File: config.mk
export PLATFORM = sky130hd
export DESIGN_NAME = tcc_top
export DESIGN_NICKNAME = d
export VERILOG_FILES = /design/src/tcc_pkg.sv /design/src/tcc_compare.sv /design/src/tcc_capture.sv /design/src/tcc_top.sv
export VERILOG_INCLUDE_DIRS = /design/src
export SDC_FILE = /design/constraint.sdc
export NUM_CORES = 2
export LEC_CHECK = 0
export ABC_AREA = 1
export BUFFER_PORTS_ARGS = -buffer_cell sky130_fd_sc_hd__buf_2
export CORE_ASPECT_RATIO = 1.2
export CORE_UTILIZATION = 40
export CTS_CLUSTER_SIZE = 16
export DETAILED_ROUTE_END_ITERATION = 6
export PLACE_DENSITY_LB_ADDON = 0.15
export SYNTH_ARGS = -nofsm -noshare
export SYNTH_HDL_FRONTEND = slang
export SYNTH_SLANG_ARGS = --single-unit
File: constraint.sdc
create_clock -name clk -period 73.4 [get_ports clk]
set_clock_uncertainty 0.05 [all_clocks]
set_input_delay 0 -clock clk [delete_from_list [all_inputs] [get_ports clk]]
set_output_delay 0 -clock clk [all_outputs]
set_load 0.03 [all_outputs]
File: src/tcc_map.svh
// Register offsets, field positions and reset values of the timer block.
// Assumes a byte address of eight bits and one 32-bit word per register.
`ifndef TCC_MAP_SVH
`define TCC_MAP_SVH

// Base of each group of units and the spacing between two units.
`define TCC_TMR_BASE  8'h00
`define TCC_OC_BASE   8'h50
`define TCC_IC_BASE   8'ha0
`define TCC_IRQ_BASE  8'hf0
`define TCC_STRIDE    16

// Word offsets inside one unit.
`define TCC_R_CTRL    8'h00
`define TCC_R_VAL     8'h04
`define TCC_R_AUX     8'h08
`define TCC_R_MASK    8'h04

// Timer control fields.
`define TCC_T_EN      0
`define TCC_T_PSC     3:1
`define TCC_T_CLR     4
`define TCC_T_IRQ     5
`define TCC_T_JOIN    6

// Compare and capture control fields and the capture overflow status bit.
`define TCC_OC_MODE   2:0
`define TCC_OC_TSEL   3
`define TCC_IC_EDGE   1:0
`define TCC_IC_TSEL   2
`define TCC_IC_IRQ    3
`define TCC_IC_OVF    4

// Interrupt status layout.
`define TCC_ST_TMR    4:0
`define TCC_ST_OC     9:5
`define TCC_ST_IC     14:10

// Period reset value and capture queue depth.
`define TCC_PER_RST   16'hffff
`define TCC_FIFO_DEPTH 3'h4

`endif

File: src/tcc_pkg.sv
// Types shared by the timer block and its compare and capture units.
// Assumes the map header is included by every user of these types.
package tcc_pkg;

	// Output compare modes.
	typedef enum logic [2:0] {
		TCC_OC_OFF    = 3'b000,
		TCC_OC_RISE   = 3'b001,
		TCC_OC_FALL   = 3'b010,
		TCC_OC_TOGGLE = 3'b011,
		TCC_OC_SINGLE = 3'b100,
		TCC_OC_CONT   = 3'b101,
		TCC_OC_PWM    = 3'b110
	} tcc_oc_mode_t;

	// Capture edge selection.
	typedef enum logic [1:0] {
		TCC_IC_NONE = 2'b00,
		TCC_IC_RISE = 2'b01,
		TCC_IC_FALL = 2'b10,
		TCC_IC_BOTH = 2'b11
	} tcc_edge_t;

	// Configuration handed to one compare unit.
	typedef struct packed {
		tcc_oc_mode_t mode;
		logic [15:0]  r;
		logic [15:0]  rs;
	} tcc_oc_cfg_t;

	// State of one compare unit.
	typedef struct packed {
		logic        pin;
		logic [15:0] prev;
		logic        done;
		logic        hit;
	} tcc_oc_st_t;

	// State of one capture unit.
	typedef struct packed {
		logic [3:0][15:0] mem;
		logic [1:0]       wptr;
		logic [1:0]       rptr;
		logic [2:0]       level;
		logic             ovf;
		logic             prev_pin;
	} tcc_ic_st_t;

	// State of the top level.
	typedef struct packed {
		logic [4:0][6:0]  tctl;
		logic [4:0][15:0] tcnt;
		logic [4:0][15:0] tper;
		logic [4:0][7:0]  psc;
		logic [4:0][3:0]  octl;
		logic [4:0][15:0] ocr;
		logic [4:0][15:0] ocrs;
		logic [4:0][3:0]  ictl;
		logic [14:0]      ist;
		logic [14:0]      imsk;
		logic [31:0]      rdata;
		logic             irq;
	} tcc_top_st_t;

endpackage : tcc_pkg

File: src/tcc_compare.sv
// One output compare unit driving one dedicated pin.
// Assumes a 16-bit time base that the top level selects for it.
`timescale 1ns/1ps
`include "tcc_map.svh"

module tcc_compare
	import tcc_pkg::*;
(
	input  wire logic        clk,
	input  wire logic        rst_n,
	input  wire tcc_oc_cfg_t cfg,
	input  wire logic        arm,
	input  wire logic [15:0] count,
	output logic             pin,
	output logic             hit
);

	tcc_oc_st_t s;
	tcc_oc_st_t n;
	logic       step;
	logic       at_r;
	logic       at_rs;
	logic       at_zero;

	// Matches count only when the time base has moved, so a stopped
	// timer sitting on the compare value does not fire again.
	always_comb begin
		n       = s;
		n.prev  = count;
		step    = (count != s.prev);
		at_r    = step && (count == cfg.r);
		at_rs   = step && (count == cfg.rs);
		at_zero = step && (count == 16'h0000);
		if (arm) begin
			n.done = 1'b0;
		end
		case (cfg.mode)
			TCC_OC_OFF: begin
				n.pin = 1'b0;
			end
			TCC_OC_RISE: begin
				if (at_r) n.pin = 1'b1;
			end
			TCC_OC_FALL: begin
				if (at_r) n.pin = 1'b0;
			end
			TCC_OC_TOGGLE: begin
				if (at_r) n.pin = ~s.pin;
			end
			TCC_OC_SINGLE: begin
				if (!s.done && at_r) n.pin = 1'b1;
				if (!s.done && at_rs) begin
					n.pin  = 1'b0;
					n.done = 1'b1;
				end
			end
			TCC_OC_CONT: begin
				if (at_r) n.pin = 1'b1;
				if (at_rs) n.pin = 1'b0;
			end
			TCC_OC_PWM: begin
				if (at_zero) n.pin = 1'b1;
				if (at_r) n.pin = 1'b0;
			end
			default: begin
				n.pin = 1'b0;
			end
		endcase
		n.hit = at_r && (cfg.mode != TCC_OC_OFF) &&
			(cfg.mode <= TCC_OC_PWM);
	end

	// State register.
	always_ff @(posedge clk or negedge rst_n) begin
		if (!rst_n) begin
			s <= '0;
		end else begin
			s <= n;
		end
	end

	assign pin = s.pin;
	assign hit = s.hit;

endmodule : tcc_compare

File: src/tcc_capture.sv
// One input capture unit with a four-entry queue of captured counts.
// Assumes its pin is synchronous to clk and a one-cycle pop strobe.
`timescale 1ns/1ps
`include "tcc_map.svh"

module tcc_capture
	import tcc_pkg::*;
(
	input  wire logic        clk,
	input  wire logic        rst_n,
	input  wire tcc_edge_t   edge_sel,
	input  wire logic [15:0] count,
	input  wire logic        pin,
	input  wire logic        pop,
	input  wire logic        clr_ovf,
	output logic [15:0]      head,
	output logic [2:0]       level,
	output logic             ovf,
	output logic             event_hit
);

	tcc_ic_st_t s;
	tcc_ic_st_t n;
	logic       rise;
	logic       fall;
	logic       take;
	logic       do_pop;
	logic       full;

	// Edge detection, queue push and pop, overflow flag.
	always_comb begin
		n          = s;
		n.prev_pin = pin;
		rise       = pin && !s.prev_pin;
		fall       = !pin && s.prev_pin;
		case (edge_sel)
			TCC_IC_RISE: take = rise;
			TCC_IC_FALL: take = fall;
			TCC_IC_BOTH: take = rise || fall;
			default:     take = 1'b0;
		endcase
		do_pop = pop && (s.level != 3'h0);
		full   = (s.level == `TCC_FIFO_DEPTH) && !do_pop;
		if (do_pop) begin
			n.rptr = s.rptr + 2'h1;
		end
		if (take && !full) begin
			n.mem[s.wptr] = count;
			n.wptr        = s.wptr + 2'h1;
		end
		n.level = s.level + {2'h0, take && !full} - {2'h0, do_pop};
		if (clr_ovf) begin
			n.ovf = 1'b0;
		end
		if (take && full) begin
			n.ovf = 1'b1;
		end
	end

	always_ff @(posedge clk or negedge rst_n) begin
		if (!rst_n) begin
			s         <= '0;
			event_hit <= 1'b0;
		end else begin
			s         <= n;
			event_hit <= take;
		end
	end

	assign head  = s.mem[s.rptr];
	assign level = s.level;
	assign ovf   = s.ovf;

endmodule : tcc_capture

File: src/tcc_top.sv
// Timer block: five timers, five compare pins, five capture pins,
// a plain register port and one level interrupt.
// Assumes one 40 MHz clock and pins synchronous to it.
// Assumes software never raises the read and write strobes together.
//
// What this block does
// - Five independent timers, each with a 16-bit counter.
// - Second and third, fourth and fifth timers join into 32-bit timers.
// - Each timer has control, counter and period registers.
// - Counter advances per bus clock or per prescaled bus clock.
// - Period match raises interrupt, clears counter, or both.
// - Five compare units, each driving only its own pin.
// - Compare modes: PWM, pulse train, single pulse, toggle, fall, rise.
// - Each compare unit selects second or third timer as base.
// - Five capture units, each watching its own pin.
// - A qualifying pin change latches the selected timer count.
// - Each capture unit selects second or third timer as source.
// - Capture on rising, falling, or both edges.
// - Capture event optionally raises an interrupt.
// - Captured values queue in a four-entry FIFO.
//
// Added by the designer: the plain strobed port and the register addresses.
`timescale 1ns/1ps
`include "tcc_map.svh"

module tcc_top
	import tcc_pkg::*;
(
	input  wire logic        clk,
	input  wire logic        resetn,
	input  wire logic [7:0]  bus_addr,
	input  wire logic [31:0] bus_wdata,
	input  wire logic        bus_wr,
	input  wire logic        bus_rd,
	output logic [31:0]      bus_rdata,
	input  wire logic [4:0]  capture_pin,
	output logic [4:0]       compare_pin,
	output logic             irq
);

	// Registered state and its next value.
	tcc_top_st_t      s;
	tcc_top_st_t      n;
	// Reset synchroniser and the copy of reset used inside.
	logic [1:0]       rsync;
	logic             rst_n;
	// Per-timer step, match event and wrap strobes.
	logic [4:0]       tick;
	logic [4:0]       tev;
	logic [4:0]       wrap;
	// Compare unit wiring.
	logic [4:0]       oc_arm;
	logic [4:0]       oc_hit;
	tcc_oc_cfg_t      oc_cfg [5];
	logic [4:0][15:0] oc_base;
	// Capture unit wiring.
	logic [4:0]       ic_pop;
	logic [4:0]       ic_clr;
	logic [4:0][15:0] ic_head;
	logic [4:0][2:0]  ic_lvl;
	logic [4:0]       ic_ovf;
	logic [4:0]       ic_ev;
	logic [4:0][15:0] ic_base;
	// Events that feed the sticky status word.
	logic [14:0]      events;

	// Register map, one 32-bit word per register, data in the low bits.
	// Timer i sits at 0x00 + 0x10 * i: control at +0, count at +4 and
	// period at +8. Timer control holds enable in bit 0, the prescale
	// exponent in bits 3:1, clear on match in bit 4, interrupt on match
	// in bit 5 and the join bit in bit 6.
	// Compare unit j sits at 0x50 + 0x10 * j: control at +0 with the mode
	// in bits 2:0 and the time base in bit 3, then the first and second
	// compare values at +4 and +8.
	// Capture unit k sits at 0xa0 + 0x10 * k: control at +0 with the edge
	// choice in bits 1:0, the source in bit 2 and the interrupt enable in
	// bit 3; the queue word at +4, whose read pops the oldest entry; and
	// the status word at +8 with the level in bits 2:0 and the overflow
	// flag in bit 4, which a write of one to bit 4 clears.
	// The interrupt status word sits at 0xf0 and clears on read; the mask
	// sits at 0xf4 with the same layout.
	// Offset 0xc of every unit and all other words read as zero.

	// Byte address of register off of unit idx in a group.
	// The sum is cut to eight bits on purpose; the map stays below 0x100.
	function automatic logic [7:0] word_addr(input logic [7:0] base,
		input int idx, input logic [7:0] off);
		return 8'(base + 8'(idx * `TCC_STRIDE) + off);
	endfunction : word_addr

	// Terminal prescaler count for a divide by two to the power sel.
	// An exponent of seven gives 127, which fits the 8-bit counter.
	function automatic logic [7:0] psc_limit(input logic [2:0] sel);
		return 8'((9'h001 << sel) - 9'h001);
	endfunction : psc_limit

	// True when timer i is the upper half of a joined pair.
	// joinable timer pairs.
	function automatic logic join_hi(input tcc_top_st_t st, input int i);
		return (i == 2 && st.tctl[1][`TCC_T_JOIN]) ||
			(i == 4 && st.tctl[3][`TCC_T_JOIN]);
	endfunction : join_hi

	// True when timer i is the lower half of a joined pair.
	// Only timers one and three carry a meaningful join bit.
	function automatic logic join_lo(input tcc_top_st_t st, input int i);
		return (i == 1 || i == 3) && st.tctl[i][`TCC_T_JOIN];
	endfunction : join_lo

	// Reset is released through two flip-flops, so every register leaves
	// reset on the same edge however the external release lines up.
	always_ff @(posedge clk or negedge resetn) begin
		if (!resetn) begin
			rsync <= 2'h0;
		end else begin
			rsync <= {rsync[0], 1'b1};
		end
	end
	assign rst_n = rsync[1];

	// Timers, register writes and reads, interrupt status.
	// A timer steps when it is enabled and its prescale counter reaches
	// two to the power of the exponent less one; an exponent of zero
	// steps it every cycle. On a step the count is compared with the
	// period before it moves, so with clear on match a period of p gives p + 1 counts.
	// A joined pair steps its upper half only when the lower half steps
	// from 0xffff; the lower half never matches its period, and the upper
	// half keeps its own period, clear and interrupt bits while its own
	// enable and prescale are ignored.
	// A register write lands on the edge that samples it and wins over a
	// step of the same counter; read data are registered and stand for
	// exactly one cycle, zero otherwise.
	always_comb begin
		n      = s;
		tick   = '0;
		tev    = '0;
		wrap   = '0;
		oc_arm = '0;
		ic_pop = '0;
		ic_clr = '0;
		for (int i = 0; i < 5; i++) begin
			if (join_hi(s, i)) begin
				tick[i] = tick[i-1] && (s.tcnt[i-1] == 16'hffff);
				// The upper half keeps no prescale count of its own.
				n.psc[i] = 8'h00;
			end else if (s.tctl[i][`TCC_T_EN]) begin
				tick[i]  = (s.psc[i] == psc_limit(s.tctl[i][`TCC_T_PSC]));
				n.psc[i] = tick[i] ? 8'h00 : 8'(s.psc[i] + 8'h01);
			end else begin
				n.psc[i] = 8'h00;
			end
			// period match actions.
			// A match is taken only on a step, so a stopped timer that
			// rests on its period posts no further events.
			wrap[i] = tick[i] && !join_lo(s, i) && (s.tcnt[i] == s.tper[i]);
			tev[i]  = wrap[i] && s.tctl[i][`TCC_T_IRQ];
			if (wrap[i] && s.tctl[i][`TCC_T_CLR]) begin
				n.tcnt[i] = 16'h0000;
			end else if (tick[i]) begin
				n.tcnt[i] = 16'(s.tcnt[i] + 16'h0001);
			end
		end
		// Register writes; a write to a counter wins over counting.
		// Writes to unmapped or read-only words are dropped.
		if (bus_wr) begin
			for (int i = 0; i < 5; i++) begin
				if (bus_addr == word_addr(`TCC_TMR_BASE, i, `TCC_R_CTRL))
					n.tctl[i] = bus_wdata[6:0];
				if (bus_addr == word_addr(`TCC_TMR_BASE, i, `TCC_R_VAL))
					n.tcnt[i] = bus_wdata[15:0];
				if (bus_addr == word_addr(`TCC_TMR_BASE, i, `TCC_R_AUX))
					n.tper[i] = bus_wdata[15:0];
				if (bus_addr == word_addr(`TCC_OC_BASE, i, `TCC_R_CTRL)) begin
					n.octl[i] = bus_wdata[3:0];
					oc_arm[i] = 1'b1;
				end
				if (bus_addr == word_addr(`TCC_OC_BASE, i, `TCC_R_VAL))
					n.ocr[i] = bus_wdata[15:0];
				if (bus_addr == word_addr(`TCC_OC_BASE, i, `TCC_R_AUX))
					n.ocrs[i] = bus_wdata[15:0];
				if (bus_addr == word_addr(`TCC_IC_BASE, i, `TCC_R_CTRL))
					n.ictl[i] = bus_wdata[3:0];
				if (bus_addr == word_addr(`TCC_IC_BASE, i, `TCC_R_AUX))
					ic_clr[i] = bus_wdata[`TCC_IC_OVF];
			end
			if (bus_addr == word_addr(`TCC_IRQ_BASE, 0, `TCC_R_MASK))
				n.imsk = bus_wdata[14:0];
		end
		// Register reads; unmapped addresses read as zero. Only one
		// address matches, so the order of the tests does not matter.
		n.rdata = 32'h0000_0000;
		if (bus_rd) begin
			for (int i = 0; i < 5; i++) begin
				if (bus_addr == word_addr(`TCC_TMR_BASE, i, `TCC_R_CTRL))
					n.rdata = {25'h0, s.tctl[i]};
				if (bus_addr == word_addr(`TCC_TMR_BASE, i, `TCC_R_VAL))
					n.rdata = {16'h0, s.tcnt[i]};
				if (bus_addr == word_addr(`TCC_TMR_BASE, i, `TCC_R_AUX))
					n.rdata = {16'h0, s.tper[i]};
				if (bus_addr == word_addr(`TCC_OC_BASE, i, `TCC_R_CTRL))
					n.rdata = {28'h0, s.octl[i]};
				if (bus_addr == word_addr(`TCC_OC_BASE, i, `TCC_R_VAL))
					n.rdata = {16'h0, s.ocr[i]};
				if (bus_addr == word_addr(`TCC_OC_BASE, i, `TCC_R_AUX))
					n.rdata = {16'h0, s.ocrs[i]};
				if (bus_addr == word_addr(`TCC_IC_BASE, i, `TCC_R_CTRL))
					n.rdata = {28'h0, s.ictl[i]};
				// A read of the queue word pops its oldest entry.
				// An empty queue shows the stale slot at its read pointer and is not popped.
				if (bus_addr == word_addr(`TCC_IC_BASE, i, `TCC_R_VAL)) begin
					n.rdata   = {16'h0, ic_head[i]};
					ic_pop[i] = 1'b1;
				end
				if (bus_addr == word_addr(`TCC_IC_BASE, i, `TCC_R_AUX))
					n.rdata = {27'h0, ic_ovf[i], 1'b0, ic_lvl[i]};
			end
			if (bus_addr == word_addr(`TCC_IRQ_BASE, 0, `TCC_R_CTRL))
				n.rdata = {17'h0, s.ist};
			if (bus_addr == word_addr(`TCC_IRQ_BASE, 0, `TCC_R_MASK))
				n.rdata = {17'h0, s.imsk};
		end
		// Status clears on read, but a new event in that cycle survives,
		// so software that reads the word never loses an event.
		if (bus_rd && bus_addr == word_addr(`TCC_IRQ_BASE, 0, `TCC_R_CTRL))
			n.ist = 15'h0000;
		n.ist = n.ist | events;
		n.irq = |(n.ist & n.imsk);
	end

	// Events that set sticky status bits. Timer and capture events obey
	// their own enable bits; compare hits always post and the mask alone
	// decides whether they reach the interrupt line.
	always_comb begin
		events = '0;
		events[`TCC_ST_TMR] = tev;
		events[`TCC_ST_OC]  = oc_hit;
		for (int i = 0; i < 5; i++) begin
			events[10 + i] = ic_ev[i] && s.ictl[i][`TCC_IC_IRQ];
		end
	end

	// State register. Periods reset to all ones so an enabled timer with
	// an untouched period runs the full 16-bit range.
	always_ff @(posedge clk or negedge rst_n) begin
		if (!rst_n) begin
			s      <= '0;
			s.tper <= {5{`TCC_PER_RST}};
		end else begin
			s <= n;
		end
	end

	// Outputs come straight from the state register.
	assign bus_rdata = s.rdata;
	assign irq       = s.irq;

	// Compare and capture units. Both see the live count of the first
	// or second joinable timer, so pin timing depends only on the timer
	// and on the unit's own setup.
	// Compare modes: 0 off, 1 set at the first value, 2 clear at it,
	// 3 toggle at it, 4 one pulse from the first to the second value
	// until the control word is written again, 5 a pulse each period
	// between the two values, 6 PWM that sets on a step to zero and
	// clears at the first value; 7 holds the pin low like mode 0.
	// Capture edges: 0 none, 1 rising, 2 falling, 3 both.
	for (genvar j = 0; j < 5; j++) begin : g_unit
		assign oc_base[j] = s.octl[j][`TCC_OC_TSEL] ? s.tcnt[2] : s.tcnt[1];
		// The mode field is cast as it is; code 7 acts as off in the unit.
		assign oc_cfg[j]  = '{mode: tcc_oc_mode_t'(s.octl[j][`TCC_OC_MODE]),
			r: s.ocr[j], rs: s.ocrs[j]};
		assign ic_base[j] = s.ictl[j][`TCC_IC_TSEL] ? s.tcnt[2] : s.tcnt[1];

		tcc_compare u_cmp (
			.clk   (clk),
			.rst_n (rst_n),
			.cfg   (oc_cfg[j]),
			.arm   (oc_arm[j]),
			.count (oc_base[j]),
			.pin   (compare_pin[j]),
			.hit   (oc_hit[j])
		);

		tcc_capture u_cap (
			.clk       (clk),
			.rst_n     (rst_n),
			.edge_sel  (tcc_edge_t'(s.ictl[j][`TCC_IC_EDGE])),
			.count     (ic_base[j]),
			.pin       (capture_pin[j]),
			.pop       (ic_pop[j]),
			.clr_ovf   (ic_clr[j]),
			.head      (ic_head[j]),
			.level     (ic_lvl[j]),
			.ovf       (ic_ovf[j]),
			.event_hit (ic_ev[j])
		);
	end

endmodule : tcc_top

* Yosys cells after proc, flatten, opt, wreduce, memory -nomap -nowiden
Index checks and enable logic that the tools add are counted. W data, S select, Z words.
Operators by class: add/subtract/negate cells 35, multiply operators 0, div/mod/pow operators 0, magnitude comparators 20, eq/ne operators 143, shift operators 5, mux-type cells 219, bitwise gates (word level) 7, reductions and logical operators 184
Operators with widths (count):
- $mux W32 | 47
- $mux W16 | 40
- $bwmux W64 | 5
- $eq A16 B16 Y1 | 15
- $eq A8 B8 Y1 const B | 23
- $bmux W16 S2 | 5
- $demux W16 S2 | 5
- $mux W160 | 1
- $eq A8 B7 Y1 const B | 12
- $mux W8 | 12
- $logic_and A1 B1 Y1 | 95
- $mux W1 | 87
- $add A16 B1 Y16 const B | 5
- $logic_not A16 Y1 | 5
- $ne A16 B16 Y1 | 5
- $eq A3 B3 Y1 const B | 20
- $reduce_and A2 Y1 | 30
- $eq A8 B6 Y1 const B | 6
- $mux W15 | 3
- $add A8 B1 Y8 const B | 5
- $eq A8 B8 Y1 | 5
- $shl A1 B3 Y8 const A | 5
- $sub A8 B1 Y8 const B | 5
- $eq A16 B16 Y1 const B | 2
- other kinds (29) | 170
Word-level totals: register bits 965, bits in latches 0, RAM bits 0, memory bits (read-only) 0, bits of input ports 49, output and inout bits 38, logic and storage cells 728, memories kept 0

* Depth between registers and ports, before layout
depth in word-level cells 49, depth in mapped cells 37, gate-level depth less buffers 36

* Cells and area by module
A second synthesis with hierarchy kept.
Second synthesis, totals: cell total of the unflattened synthesis 6968, area, all modules 52904.5 um^2
Modules (own cells, without submodules):
- tcc_top | instances 1, cells an instance 3588, area an instance 27019.7 um^2, seq. area each 12211.7 um^2
- tcc_capture at g_unit[0].u_cap ... | instances 4, cells an instance 435, area an instance 3659.8 um^2, seq. area each 1851.8 um^2
- tcc_compare | instances 5, cells an instance 241, area an instance 1516.5 um^2, seq. area each 475.5 um^2
- tcc_capture at g_unit[4].u_cap | instances 1, cells an instance 435, area an instance 3663.5 um^2, seq. area each 1851.8 um^2

* Worst setup path after synthesis
No wires, ideal clock.
path kind reg-to-reg, start point register s[487] (netlist name), end point register s[460] (netlist name), setup time 0.076 ns, arrival 3.249 ns, data required time 73.274 ns, path slack 70.025 ns, cell stages (with the launch flop) 21, path buffers 1, clock period less this slack 3.375 ns, cells stage by stage dfrtp_1 > buf_6 > nor2_1 > o21ai_0 > a311oi_1 > nand4_1 > nor2_4 > nand4_4 > nor2_4 > nand4_1 > o31ai_2 > nand2_2 > nor2_2 > nand3_1 > inv_2 > nand2_2 > or4_4 > nor2_1 > xor2_1 > nand3_1 > o21ai_1
RTL lines:
- start: declaration | line tcc_top.sv:42 | tcc_top_st_t s;
- start signal: assignment | line tcc_top.sv:249 | s <= n;

==> run_results.csv <==
group,metric,value,unit
drt,antenna_left,0,
synth,netlist.area_leader.share,43.6,%
placement,dp_hpwl,118000,um
clocking,htreeDepth,3,
synth,yosysUniqueCellTypes,68,
synth,synth_top_cell_by_area,"dfrtp_1",
cells_and_area,fillerInstances,12033,
power,powerDensity,26.0,nW/um^2
cells_and_area,multi_input_area,22500,sq um
synth,ys.flop_type,"dfrtp_1",
flow_run,max_cap_viol_count,0,
drt,wl,176000,um
global_routing,grt_pass1_vias,39707,
sta,tns,0,ps
worst_setup_path,critical-path-top-delay-family,"compound AO/OA/AOI/OAI gates",
cells_and_area,drive_gt1_share,11.9,%
global_routing,grt_pass1_wl,263000,um
clocking,clock-sinks,949,
placement,dpl_worst_slack,67980,ps
sta,hold_viol_final,0,
worst_setup_path,slowest_stage,"nor4_1",
clocking,cts_buffer_depth,3,
sta,period_share,7.41,%
placement,placed_cells,7415,
worst_setup_path,arrival,5970,ps
drt,dr.first_iter.drc_count,4316,
clocking,cts_tree,"built",
drt,vias,41776,
worst_setup_path,criticalPathCategory,"flip-flop to flip-flop",
cells_and_area,layout.nets,6011,
sta,rsz0062_at_grt,"no",
cells_and_area,regArea,23900,sq um
drt,dr.pass1.iters,7,
sta,setup_viol,0,
hold_path,hold_path.class,"input port to flip-flop",
sta,timing.hold.ws,71.5,ps
synth,synth-seq-cells,949,
cells_and_area,postLayoutCellArea,55700,sq um
floorplan,io_pins,87,
floorplan,fp.dieH,389,um
drt,avgRoutedWirePerCell,23.0,um
worst_setup_path,cp-end-kind,"flip-flop",
clocking,hold_buffers,29,
sta,period_minus_slack,5440,ps
placement,gp_congestion,0.903,
placement,port_buffers,54,
clocking,clkLatencyLatePin,720,ps
clocking,ctsResizeCount,0,
synth,ys_seq_area_share,47.8,%
drt,wl_met3,12000,um
sta,drv_slew,0,
floorplan,fp-row-count,141,
worst_setup_path,required,73930,ps
clocking,root_buffer,"clkbuf_16",
clocking,cts_setup_buffers,0,
synth,synth_cells,5918,
floorplan,core_area,123000,sq um
sta,worst_pin_slew,1300,ps
synth,synth_edf_count,0,
global_routing,grt_max_degree,178,
clocking,cts_inserted_buffers,105,
floorplan,die_x,324,um
global_routing,grt_overflow,0,
sta,relSlewSlack,13.5,%
drt,wl_met2,81200,um
power,vdd_drop_max,0.0000180,V
synth,synth-async-reset-ratio,100,%
synth,synth.avg_cell_area,8.42,sq um
worst_setup_path,critPathBufInv,2,
floorplan,start_util,40.4,%
global_routing,grt_usage,28.1,%
power,p_leak,25.5,nW
status,outcome,"finished, final reports clean",
power,power,1.45,mW
worst_setup_path,startpoint_type,"flip-flop",
cells_and_area,area_growth,11.8,%
drt,drc_errors,0,
sta,fin_ws,67960,ps
worst_setup_path,cp_cell_sequence,"buf_4 -> inv_1 -> a21oi_1 -> o21ai_0 -> a21oi_1 -> nor4_1 -> nand4_1 -> nand2_1 -> o21ai_0 -> a221oi_1 -> nand3_1 -> a22oi_1 -> o2111ai_1 -> o21ai_0 -> o21ai_0 -> a21oi_1 -> nand3_1 -> o21ai_0 -> a31oi_1",
worst_setup_path,crit_path_frequent_cell,"o21ai_0",
worst_setup_path,slowest_delay,790,ps
sta,max_freq,184,MHz
drt,top_layer_used,"met5",
synth,synth.area.top_cells,"dfrtp_1 44%, nand2_1 9.8%, o21ai_0 9.0%",
drt,vias_per_cell,5.47,
cells_and_area,fin_cells,7642,
cells_and_area,final_util,45.2,%
synth,syn_area,49800,sq um
floorplan,die_area,126000,sq um
synth,yosysWarnings,0,
placement,place_area,51700,sq um
global_routing,antenna_found_initial,6,
worst_setup_path,path_max_fanout,38,
clocking,clk_pin_slew,60,ps
drt,met1Wirelength,75500,um
==> layer usage <==
metal	global-route usage (%)	up-vias
met3	3.99	319
met2	44.4	1389
met4	11.3	6
met1	38.5	20526
met5	0	-
li1	-	19536
==> path summary, 6_finish.rpt <==
check	startpoint	to	slack, ps	cells past startpoint
max	g_unit[0].u_cap.s[5]	bus_rdata[9]	67960	19
min	capture_pin[1]	g_unit[1].u_cap.s[0]	70	2
max reg2reg	g_unit[0].u_cap.s[5]	bus_rdata[9]	67960	19
min reg2reg	rsync[0]	rsync[1]	300	0
max in group asynchronous	rsync[1]	s[298]	69610	3
min in group asynchronous	resetn	rsync[1]	80	3
==> synth_stat cells, drive strengths merged (2+ instances only) <==
cell,n
a22oi,11
nor3,74
nand3b,11
o21bai,6
a21oi,207
mux2,185
a31oi,13
clkinv,13
nor4,57
o32ai,5
nor2,277
a2111oi,8
dfstp,80
o2111ai,19
o22ai,48
buf,59
o31ai,4
fa,5
o221ai,15
a221oi,16
nand2,1307
nor3b,12
o21ai,975
or4,7
conb,2
and2,2
ha,50
nand3,161
a211oi,6
a22o,3
xor2,225
o211ai,38
xnor2,147
or2,52
and3,2
nand4,102
or3,2
clkbuf,273
inv,558
nor4b,4
dfrtp,869
mux2i,2
==> power breakdown <==
group          switching (mW)  internal [mW]  leakage (nW)  total [mW]
combinational           0.171         0.0844          11.7       0.256
clock                   0.229          0.339          1.83       0.568
sequential             0.0458          0.578          12.0       0.624
==> worst reg2reg max path: cells and delay by family (launching register included) <==
family,cells,cell delay (ps)
buffers and inverters,2,950
AOI/OAI and AO/OA,12,2620
and+or+nand+nor,5,1330
DFF,1,360
==> cell usage in the layout (no fill, tap or decap), types with 7 or more instances in the layout <==
cell type      instances
nand2_1             1302
o21ai_0              896
dfrtp_1              865
inv_1                546
nor2_1               269
xor2_1               225
a21oi_1              207
mux2_2               185
nand3_1              154
xnor2_1              147
buf_4                114
clkbuf_16            109
nand4_1               99
dfstp_2               80
o21ai_1               78
nor3_1                69
nor4_1                55
buf_2                 54
or2_2                 52
ha_1                  50
o22ai_1               48
o211ai_1              38
dlygate4sd3_1         29
clkinv_2              26
clkbuf_8              26
clkbuf_1              21
o2111ai_1             19
conb_1                17
a221oi_1              16
o221ai_1              15
clkinv_1              13
a31oi_1               13
nor3b_1               12
bufinv_16             12
inv_2                 11
nand3b_1              11
a22oi_1               11
a2111oi_0              7
nand3_2                7
==> kinds of logic after synthesis <==
family	synth area share (%)
other	0.0151
flip-flops	47.8
XOR/XNOR	6.54
multiplexers	4.22
AO/OA/AOI/OAI	14.9
adder cells (fa/ha/maj)	1.46
AND/OR/NAND/NOR	17.9
buffers and inverters	7.12
==> registers in the layout (all words and copies together), names as in the netlist <==
name,count
g_unit.u_cmp.pin,5
g_unit.u_cmp.s,85
rsync,2
g_unit.u_cap.level,15
g_unit.u_cmp.hit,5
bus_rdata,16
g_unit.u_cap.ovf,5
oc_cfg,175
g_unit.u_cap.s,345
irq,1
s,290
g_unit.u_cap.event_hit,5
==> layout make-up <==
type	instances	area share, %
Antenna cell	2	0.00898
Clock buffer	156	5.68
Clock inverter	40	0.934
Inverter	571	3.85
Multi-Input combinational cell	4081	40.4
Sequential cell	949	42.8
Tap cell	1644	3.69
Timing Repair Buffer	199	2.61
Note: power is estimated with default switching activity, not from simulation.
